File: src/nvs_pkg.sv
`default_nettype none
package nvs_pkg;

  // ==========================================================
  // Register map
  // ==========================================================
  localparam logic [3:0] ADDR_CONTROL = 4'h0;
  localparam logic [3:0] ADDR_UNLOCK  = 4'h1;
  localparam logic [3:0] ADDR_TBLPTR0 = 4'h2;
  localparam logic [3:0] ADDR_TBLPTR1 = 4'h3;
  localparam logic [3:0] ADDR_TBLPTR2 = 4'h4;
  localparam logic [3:0] ADDR_LATCH   = 4'h5;
  localparam logic [3:0] ADDR_TBLWR   = 4'h6;
  localparam logic [3:0] ADDR_RDDATA  = 4'h7;

  // ==========================================================
  // Control fields
  // ==========================================================
  localparam int BIT_MEM   = 7;
  localparam int BIT_CFG   = 6;
  localparam int BIT_ERASE = 4;
  localparam int BIT_ERR   = 3;
  localparam int BIT_PERM  = 2;
  localparam int BIT_WR    = 1;
  localparam int BIT_RD    = 0;

  localparam logic [7:0] UNLOCK_FIRST  = 8'h55;
  localparam logic [7:0] UNLOCK_SECOND = 8'haa;

  localparam int HOLD_BYTES = 8;

  // ==========================================================
  // Timing
  // ==========================================================
  localparam int CLK_PERIOD_NS   = 50;
  localparam int WRITE_TIME_US   = 4;
  localparam int WRITE_CYCLES    = (WRITE_TIME_US * 1000) / CLK_PERIOD_NS;

  // ==========================================================
  // Types
  // ==========================================================
  typedef enum logic [1:0]
  {
    TGT_DATA   = 2'h0,
    TGT_FLASH  = 2'h1,
    TGT_CONFIG = 2'h2
  } nvs_target_t;

  typedef struct packed
  {
    logic        memSel;
    logic        cfgSel;
    logic        erase;
    logic        err;
    logic        permit;
    logic        wrStart;
    logic        rdStart;
  } nvs_ctrl_t;

  typedef struct packed
  {
    logic        valid;
    logic        erase;
    nvs_target_t target;
    logic [21:0] addr;
  } nvs_op_t;

endpackage : nvs_pkg
`default_nettype wire

File: src/nvs_sequencer.sv
// Added by the designer: the address-and-strobe port and the register addresses.
`timescale 1ns/100ps
`default_nettype none
// What this block does
// - Memory select picks flash or data
// - Config select overrides memory select
// - Erase bit erases row, self-clears
// - Erase clear means write only
// - Reset during write sets error
// - Error keeps select bits intact
// - No permit, no erase or write
// - Self-timed; start bit clears when done
// - Writing zero to start does nothing
// - Read start: one cycle, self-clears
// - Eight-byte holding register feeds program
// - Bit 5 zero; control reset values
// - No read start with flash selected
module nvs_sequencer
#(
  parameter int WriteCycles = nvs_pkg::WRITE_CYCLES
)
(
  input  wire logic        clk,
  input  wire logic        srst,
  input  wire logic        masterClearReset,
  input  wire logic        watchdogTimeout,
  input  wire logic [3:0]  regAddr,
  input  wire logic [7:0]  regWdata,
  input  wire logic        regWrite,
  input  wire logic        regRead,
  output logic      [7:0]  regRdata,
  input  wire logic [7:0]  nvmReadData,
  output logic             nvmReadStb,
  output logic             nvmOpStb,
  output nvs_pkg::nvs_op_t nvmOp,
  output logic      [63:0] nvmProgData,
  output logic             coreStall,
  output logic             busy
);

  typedef enum logic [2:0]
  {
    ST_IDLE  = 3'b001,
    ST_BUSY  = 3'b010,
    ST_DONE  = 3'b100
  } nvs_state_t;

  nvs_state_t        state_q,    state_d;
  nvs_pkg::nvs_ctrl_t ctrl_q,    ctrl_d;
  logic [21:0]       table_pointer_q,   table_pointer_d;
  logic [7:0]        latch_q,    latch_d;
  logic [7:0]        rdBuf_q,    rdBuf_d;
  logic [7:0]        rdata_q,    rdata_d;
  logic [12:0]       count_q,    count_d;
  nvs_pkg::nvs_op_t  op_q,       op_d;
  logic              opStb_q,    opStb_d;
  logic              rdStb_q,    rdStb_d;
  logic              stall_q,    stall_d;
  logic              busy_q,     busy_d;
  logic              rdPend_q,   rdPend_d;
  logic              armed;
  logic              ctrlWrite;
  logic              unlockWrite;
  logic              tblWrite;
  logic              launch;
  logic              abortReset;
  logic [63:0]       holdData;

  assign ctrlWrite   = regWrite && regAddr == nvs_pkg::ADDR_CONTROL;
  assign unlockWrite = regWrite && regAddr == nvs_pkg::ADDR_UNLOCK;
  assign tblWrite    = regWrite && regAddr == nvs_pkg::ADDR_TBLWR;
  assign abortReset  = masterClearReset || watchdogTimeout;

  // ==========================================================
  // Helpers
  // ==========================================================
  nvs_unlock nvs_unlock_i
  (
    .clk         (clk),
    .srst        (srst),
    .anyWrite    (regWrite),
    .unlockWrite (unlockWrite),
    .wdata       (regWdata),
    .armed       (armed)
  );

  nvs_holding_reg nvs_holding_reg_i
  (
    .clk      (clk),
    .srst     (srst),
    .load     (tblWrite),
    .index    (table_pointer_q[2:0]),
    .dataIn   (latch_q),
    .holdData (holdData)
  );

  assign launch = ctrlWrite && regWdata[nvs_pkg::BIT_WR] && armed &&
                  ctrl_q.permit && state_q == ST_IDLE && !abortReset;

  // ==========================================================
  // Control and sequencing
  // ==========================================================
  always_comb
  begin
    state_d  = state_q;
    ctrl_d   = ctrl_q;
    count_d  = count_q;
    op_d     = op_q;
    opStb_d  = 1'b0;
    rdStb_d  = 1'b0;
    stall_d  = stall_q;
    busy_d   = busy_q;

    if (ctrlWrite)
    begin
      if (state_q == ST_IDLE)
      begin
        ctrl_d.memSel = regWdata[nvs_pkg::BIT_MEM];
        ctrl_d.cfgSel = regWdata[nvs_pkg::BIT_CFG];
        ctrl_d.erase  = regWdata[nvs_pkg::BIT_ERASE];
      end
      ctrl_d.err    = regWdata[nvs_pkg::BIT_ERR];
      ctrl_d.permit = regWdata[nvs_pkg::BIT_PERM];
      if (regWdata[nvs_pkg::BIT_RD] && !regWdata[nvs_pkg::BIT_MEM] &&
          state_q == ST_IDLE)
      begin
        ctrl_d.rdStart = 1'b1;
        rdStb_d        = 1'b1;
      end
    end
    if (rdStb_q)
      ctrl_d.rdStart = rdStb_d;

    case (state_q)
      ST_IDLE:
      begin
        if (launch)
        begin
          ctrl_d.wrStart = 1'b1;
          if (regWdata[nvs_pkg::BIT_CFG])
            op_d.target = nvs_pkg::TGT_CONFIG;
          else if (regWdata[nvs_pkg::BIT_MEM])
            op_d.target = nvs_pkg::TGT_FLASH;
          else
            op_d.target = nvs_pkg::TGT_DATA;
          op_d.erase = regWdata[nvs_pkg::BIT_ERASE];
          op_d.valid = 1'b1;
          op_d.addr  = table_pointer_q;
          opStb_d    = 1'b1;
          count_d    = 13'(WriteCycles - 1);
          busy_d     = 1'b1;
          stall_d    = regWdata[nvs_pkg::BIT_MEM] ||
                       regWdata[nvs_pkg::BIT_CFG];
          state_d    = ST_BUSY;
        end
      end
      ST_BUSY:
      begin
        if (abortReset)
        begin
          ctrl_d.err     = 1'b1;
          ctrl_d.wrStart = 1'b0;
          ctrl_d.erase   = 1'b0;
          ctrl_d.permit  = 1'b0;
          op_d.valid     = 1'b0;
          stall_d        = 1'b0;
          busy_d         = 1'b0;
          state_d        = ST_IDLE;
        end
        else if (count_q == 13'h0)
          state_d = ST_DONE;
        else
          count_d = count_q - 13'h1;
      end
      ST_DONE:
      begin
        ctrl_d.wrStart = 1'b0;
        ctrl_d.erase   = op_q.erase ? 1'b0 : ctrl_q.erase;
        ctrl_d.err     = 1'b0;
        op_d.valid     = 1'b0;
        stall_d        = 1'b0;
        busy_d         = 1'b0;
        state_d        = ST_IDLE;
      end
      default:
        state_d = ST_IDLE;
    endcase
  end

  // ==========================================================
  // Table pointer and latch
  // ==========================================================
  always_comb
  begin
    table_pointer_d = table_pointer_q;
    latch_d  = latch_q;
    if (regWrite && regAddr == nvs_pkg::ADDR_TBLPTR0)
      table_pointer_d[7:0] = regWdata;
    if (regWrite && regAddr == nvs_pkg::ADDR_TBLPTR1)
      table_pointer_d[15:8] = regWdata;
    if (regWrite && regAddr == nvs_pkg::ADDR_TBLPTR2)
      table_pointer_d[21:16] = regWdata[5:0];
    if (regWrite && regAddr == nvs_pkg::ADDR_LATCH)
      latch_d = regWdata;
    if (tblWrite)
      table_pointer_d = table_pointer_q + 22'h1;
  end

  always_ff @(posedge clk)
  begin
    if (srst)
    begin
      table_pointer_q <= 22'h0;
      latch_q  <= 8'h00;
    end
    else
    begin
      table_pointer_q <= table_pointer_d;
      latch_q  <= latch_d;
    end
  end

  // ==========================================================
  // Nonvolatile read capture
  // ==========================================================
  always_comb
  begin
    rdPend_d = rdStb_q;
    rdBuf_d  = rdBuf_q;
    if (rdPend_q)
      rdBuf_d = nvmReadData;
  end

  always_ff @(posedge clk)
  begin
    if (srst)
    begin
      rdPend_q <= 1'b0;
      rdBuf_q  <= 8'h00;
    end
    else
    begin
      rdPend_q <= rdPend_d;
      rdBuf_q  <= rdBuf_d;
    end
  end

  // ==========================================================
  // Read data
  // ==========================================================
  always_comb
  begin
    rdata_d = 8'h00;
    if (regRead)
    begin
      case (regAddr)
        nvs_pkg::ADDR_CONTROL:
          rdata_d = {ctrl_q.memSel, ctrl_q.cfgSel, 1'b0, ctrl_q.erase,
                     ctrl_q.err, ctrl_q.permit, ctrl_q.wrStart,
                     ctrl_q.rdStart};
        nvs_pkg::ADDR_TBLPTR0: rdata_d = table_pointer_q[7:0];
        nvs_pkg::ADDR_TBLPTR1: rdata_d = table_pointer_q[15:8];
        nvs_pkg::ADDR_TBLPTR2: rdata_d = {2'h0, table_pointer_q[21:16]};
        nvs_pkg::ADDR_LATCH:   rdata_d = latch_q;
        nvs_pkg::ADDR_RDDATA:  rdata_d = rdBuf_q;
        default:               rdata_d = 8'h00;
      endcase
    end
  end

  always_ff @(posedge clk)
  begin
    if (srst)
      rdata_q <= 8'h00;
    else
      rdata_q <= rdata_d;
  end

  // ==========================================================
  // Sequencer registers
  // ==========================================================
  always_ff @(posedge clk)
  begin
    if (srst)
    begin
      state_q  <= ST_IDLE;
      ctrl_q   <= '0;
      count_q  <= 13'h0;
      op_q     <= '0;
      opStb_q  <= 1'b0;
      rdStb_q  <= 1'b0;
      stall_q  <= 1'b0;
      busy_q   <= 1'b0;
    end
    else
    begin
      state_q  <= state_d;
      ctrl_q   <= ctrl_d;
      count_q  <= count_d;
      op_q     <= op_d;
      opStb_q  <= opStb_d;
      rdStb_q  <= rdStb_d;
      stall_q  <= stall_d;
      busy_q   <= busy_d;
    end
  end

  // ==========================================================
  // Outputs
  // ==========================================================
  assign regRdata    = rdata_q;
  assign nvmReadStb  = rdStb_q;
  assign nvmOpStb    = opStb_q;
  assign nvmOp       = op_q;
  assign nvmProgData = holdData;
  assign coreStall   = stall_q;
  assign busy        = busy_q;

endmodule : nvs_sequencer
`default_nettype wire

File: src/nvs_holding_reg.sv
`timescale 1ns/100ps
`default_nettype none
module nvs_holding_reg
(
  input  wire logic        clk,
  input  wire logic        srst,
  input  wire logic        load,
  input  wire logic [2:0]  index,
  input  wire logic [7:0]  dataIn,
  output logic      [63:0] holdData
);

  logic [7:0] bytes_q [nvs_pkg::HOLD_BYTES];
  logic [7:0] bytes_d [nvs_pkg::HOLD_BYTES];

  // ==========================================================
  // Byte lanes
  // ==========================================================
  genvar g;
  generate
    for (g = 0; g < nvs_pkg::HOLD_BYTES; g++)
    begin : gLane
      always_comb
      begin
        bytes_d[g] = bytes_q[g];
        if (load && (index == 3'(g)))
          bytes_d[g] = dataIn;
      end
      always_ff @(posedge clk)
      begin
        if (srst)
          bytes_q[g] <= 8'hff;
        else
          bytes_q[g] <= bytes_d[g];
      end
      assign holdData[g*8 +: 8] = bytes_q[g];
    end
  endgenerate

endmodule : nvs_holding_reg
`default_nettype wire

File: src/nvs_unlock.sv
`timescale 1ns/100ps
`default_nettype none
module nvs_unlock
(
  input  wire logic       clk,
  input  wire logic       srst,
  input  wire logic       anyWrite,
  input  wire logic       unlockWrite,
  input  wire logic [7:0] wdata,
  output logic            armed
);

  logic [1:0] stage_q;
  logic [1:0] stage_d;

  // ==========================================================
  // Sequence tracker
  // ==========================================================
  always_comb
  begin
    stage_d = stage_q;
    if (unlockWrite && wdata == nvs_pkg::UNLOCK_FIRST)
      stage_d = 2'h1;
    else if (unlockWrite && stage_q == 2'h1 &&
             wdata == nvs_pkg::UNLOCK_SECOND)
      stage_d = 2'h2;
    else if (anyWrite)
      stage_d = 2'h0;
  end

  always_ff @(posedge clk)
  begin
    if (srst)
      stage_q <= 2'h0;
    else
      stage_q <= stage_d;
  end

  assign armed = (stage_q == 2'h2);

endmodule : nvs_unlock
`default_nettype wire

File: config.mk
export PLATFORM = sky130hd
export DESIGN_NAME = nvs_sequencer
export DESIGN_NICKNAME = d
export VERILOG_FILES = /design/src/nvs_pkg.sv /design/src/nvs_sequencer.sv /design/src/nvs_holding_reg.sv /design/src/nvs_unlock.sv
export SDC_FILE = /design/constraint.sdc
export NUM_CORES = 1
export LEC_CHECK = 0
export CAP_MARGIN = 10
export CORE_ASPECT_RATIO = 0.6
export CORE_UTILIZATION = 50
export CTS_CLUSTER_SIZE = 30
export DETAILED_ROUTE_END_ITERATION = 10
export DONT_BUFFER_PORTS = 1
export HOLD_SLACK_MARGIN = 0.1
export PLACE_DENSITY = 0.73
export SLEW_MARGIN = 20
export SYNTH_ARGS = -nofsm -noshare
export SYNTH_HDL_FRONTEND = slang
export SYNTH_SLANG_ARGS = --single-unit
File: constraint.sdc
create_clock -name clk -period 2.2 [get_ports clk]
set_input_delay 0.22 -clock clk [delete_from_list [all_inputs] [get_ports clk]]
set_output_delay 0.22 -clock clk [all_outputs]
set_load 0.03 [all_outputs]
==> flow_metrics.tcl <==
set metrics [dict create \
    yosysSeqAreaShare_pct 45.1 \
    port-buffer-count 0 \
    drv_slew 0 \
    syn_area_um2 7330 \
    arrival_ns 2.53 \
    final_common_cell "dfxtp_1" \
    synth_top_cell_area_share_pct 45.1 \
    yosys_warnings 0 \
    dr_total_vias 6798 \
    cts_tree "built" \
    area_growth_pct 17.8 \
    cts_made_buffers 17 \
    relSlewSlack_pct 47.6 \
    grt_pass1_wl_um 35200 \
    path_clk_slew_ns 0.07 \
    clockRootBuffer "clkbuf_16" \
    cp_cell_sequence "ha_1, nand3_1, buf_4, nor3_1, a21oi_1, a21oi_1, dlygate4sd3_1" \
    gp_congestion 1.00 \
    vdd_drop_max_uv 471 \
    rr_worst_depth 7 \
    fin_nets 904 \
    syn-mean-instance-area_um2 8.77 \
    ys_types 65 \
    clk_latency_ns 0.44 \
    final_util_pct 61.9 \
    start_kind "flop" \
    grt_start_max_net_pins 125 \
    dpl.hpwl_um 15000 \
    synthSimpleGateAreaFrac_pct 28.1 \
    crit_slowest_cell "dlygate4sd3_1" \
    antenna_found_initial 1 \
    path_common_cell "a21oi_1" \
    grtUsageTotal_pct 31.2 \
    synth-xor-area-share_pct 0.359 \
    path_buf_inv 2 \
    power_density_nw_per_um2 717 \
    ys_ff_latch 165 \
    wl_per_cell_um 21.7 \
    finalPower_uw 6190 \
    min_to "nvmOp[22]" \
    async_flop_share_pct 0 \
    postSynthCellCount 835 \
    ys.flop_type "dfxtp_1" \
    final_antenna_net_count 0 \
    hp-start "regWdata[7]" \
    worstSetupPathType "reg -> reg" \
    hold_slack_ns 0.108 \
    hold_violations 0 \
    ys_top_cells_by_area "dfxtp_1 (45%), mux2i_1 (6.0%), nand2_1 (5.4%)" \
    p_leak_uw 0.00352 \
    cp-end-kind "flop" \
    fillers 1182 \
    fp.dieH_um 95.8 \
    hold_class "in -> reg" \
    required_ns 2.57 \
    viasPerCell 6.32 \
    layout_common_cells "dfxtp_1 (158), nand2_1 (106), nor2_1 (98)" \
    synth_nets 869 \
    ios 128 \
    core_area_um2 14000 \
    reg2reg_to "table_pointer_q[4]" \
    muxShareOfSynthArea_pct 7.70 \
    start_util_pct 52.5 \
    worstMarginPinSlew_ns 0.783 \
    gr-total-overflow 0 \
    max_freq_ghz 0.464 \
    finalCriticalPeriod_ns 2.16 \
    dieArea_um2 15200 \
    synth_top_family_by_area "simple AND/OR/NAND/NOR gates" \
    cts.sink_count 165 \
    hold_depth 4 \
    die_w_um 158 \
    slowest_delay_ns 0.60 \
    setup_viol 0 \
    synth_edf_count 0 \
    drive_gt1_share_pct 11.8 \
    num_rows 33 \
    antenna_cells 0 \
    final.period_utilization_pct 98.0 \
    wl_um 23400 \
    cp_top_family "buffers and inverters" \
    finClkSkew_ns 0.00778 \
    r2r_slack_ns 0.04 \
    drcViolationCount 0 \
    synth.largest_area_cell "dfxtp_1" \
    clk_path_buf_depth 2 \
    reg2reg_from "table_pointer_q[1]" \
    initialDrtViolationCount 771 \
    dr.pass1.iters 6 \
    drv_cap 0 \
    htreeDepth 4 \
    synth_adder_area_share_pct 1.37 \
    first_global_vias 6412 \
    path_max_fanout 7 \
    status "complete, no violations" \
    synth_compound_area_share_pct 13.3 \
]
## worst min-delay path: cells and delay by family
family           cells  cell delay, ns
AO/OA/AOI/OAI        1            0.04
AND/OR/NAND/NOR      3            0.24
## through the flow
| stage | setup slack [ns] | area, µm² | instances | TNS, ns |
|---|---|---|---|---|
| 3_5_place_dp | 0.106 | 7510 | 993 | 0 |
| 6_report | 0.0433 | 8630 | 1075 | 0 |
| 2_1_floorplan | 0.0880 | 7330 | 835 | 0 |
| 4_1_cts | 0.0324 | 8580 | 1072 | 0 |
| 5_1_grt | -0.0501 | 8630 | 1075 | -0.0632 |
| 3_3_place_gp | 0.182 | 7510 | 993 | 0 |
## logic make-up (layout without fill, tap and decap cells)
| logic type | Yosys count | count (layout) |
|---|---|---|
| XOR/XNOR | 3 | 3 |
| flip-flops | 165 | 165 |
| buffers and inverters | 74 | 122 |
| adder cells (fa/ha/maj) | 8 | 8 |
| multiplexers | 55 | 55 |
| AND/OR/NAND/NOR | 393 | 393 |
| AO/OA/AOI/OAI | 137 | 137 |
## registers in the layout, summed over array words and instances (netlist names)
name / flops
nvs_holding_reg_i.bytes_q: 64
latch_q: 8
nvmOpStb: 1
ctrl_q: 7
coreStall: 1
nvmOp: 26
regRdata: 8
rdPend_q: 1
rdBuf_q: 8
nvmReadStb: 1
state_q: 3
table_pointer_q: 22
nvs_unlock_i.stage_q: 2
count_q: 13
## area by class of cell
class                      instances  area (µm²)  share of cell area [%]
clock buffer                      17         425                    4.93
multi-input combinational        596        3740                    43.3
sequential                       165        3310                    38.4
clock inverter                    15         151                    1.75
inverter                          14        52.6                   0.609
tap                              192         240                    2.78
timing repair buffer              76         709                    8.22
## synth_stat cells, drive strengths merged, types with 8 or more instances
cell,number
a211o,26
a211oi,11
a21oi,43
a22oi,8
and3,31
buf,12
clkbuf,48
dfxtp,165
ha,8
inv,14
mux2,11
mux2i,44
nand2,107
nand3,22
nand3b,43
nor2,98
nor2b,8
nor3,15
nor4,13
or3,10
## routing by layer
layer	wire length [µm]	GRT usage, %	vias to the layer above
li1	-	-	3059
met2	9580	44.7	462
met1	9750	42.1	3192
met4	808	15.7	0
met5	0	0	-
met3	3240	9.95	85
## power by group
group	total, µW	internal [µW]	leakage [µW]	switching, µW
Sequential	3040	3000	0.00134	38.2
Combinational	241	105	0.00191	136
Clock	2910	1510	0.000278	1400
Total	6190	4620	0.00352	1570
## worst max-delay path by stage
stage                                   from             endpoint  slack, ns  cells after the start
after floorplan                   count_q[0]           count_q[5]       0.09                      8
after global placement            count_q[7]          count_q[12]       0.18                      4
after detailed placement          state_q[0]          count_q[12]       0.11                      6
after CTS                 table_pointer_q[2]  table_pointer_q[15]       0.03                      6
after global routing      table_pointer_q[0]  table_pointer_q[15]      -0.05                      7
final                     table_pointer_q[1]   table_pointer_q[4]       0.04                      7
## repair_timing
action,in CTS,in global routing
hold buffers,47,0
endpoints found under the hold margin,155,0
buffers inserted,0,3
gates resized for setup,0,11
endpoints found under the setup margin,0,9
(Power assumes the default switching activity.)
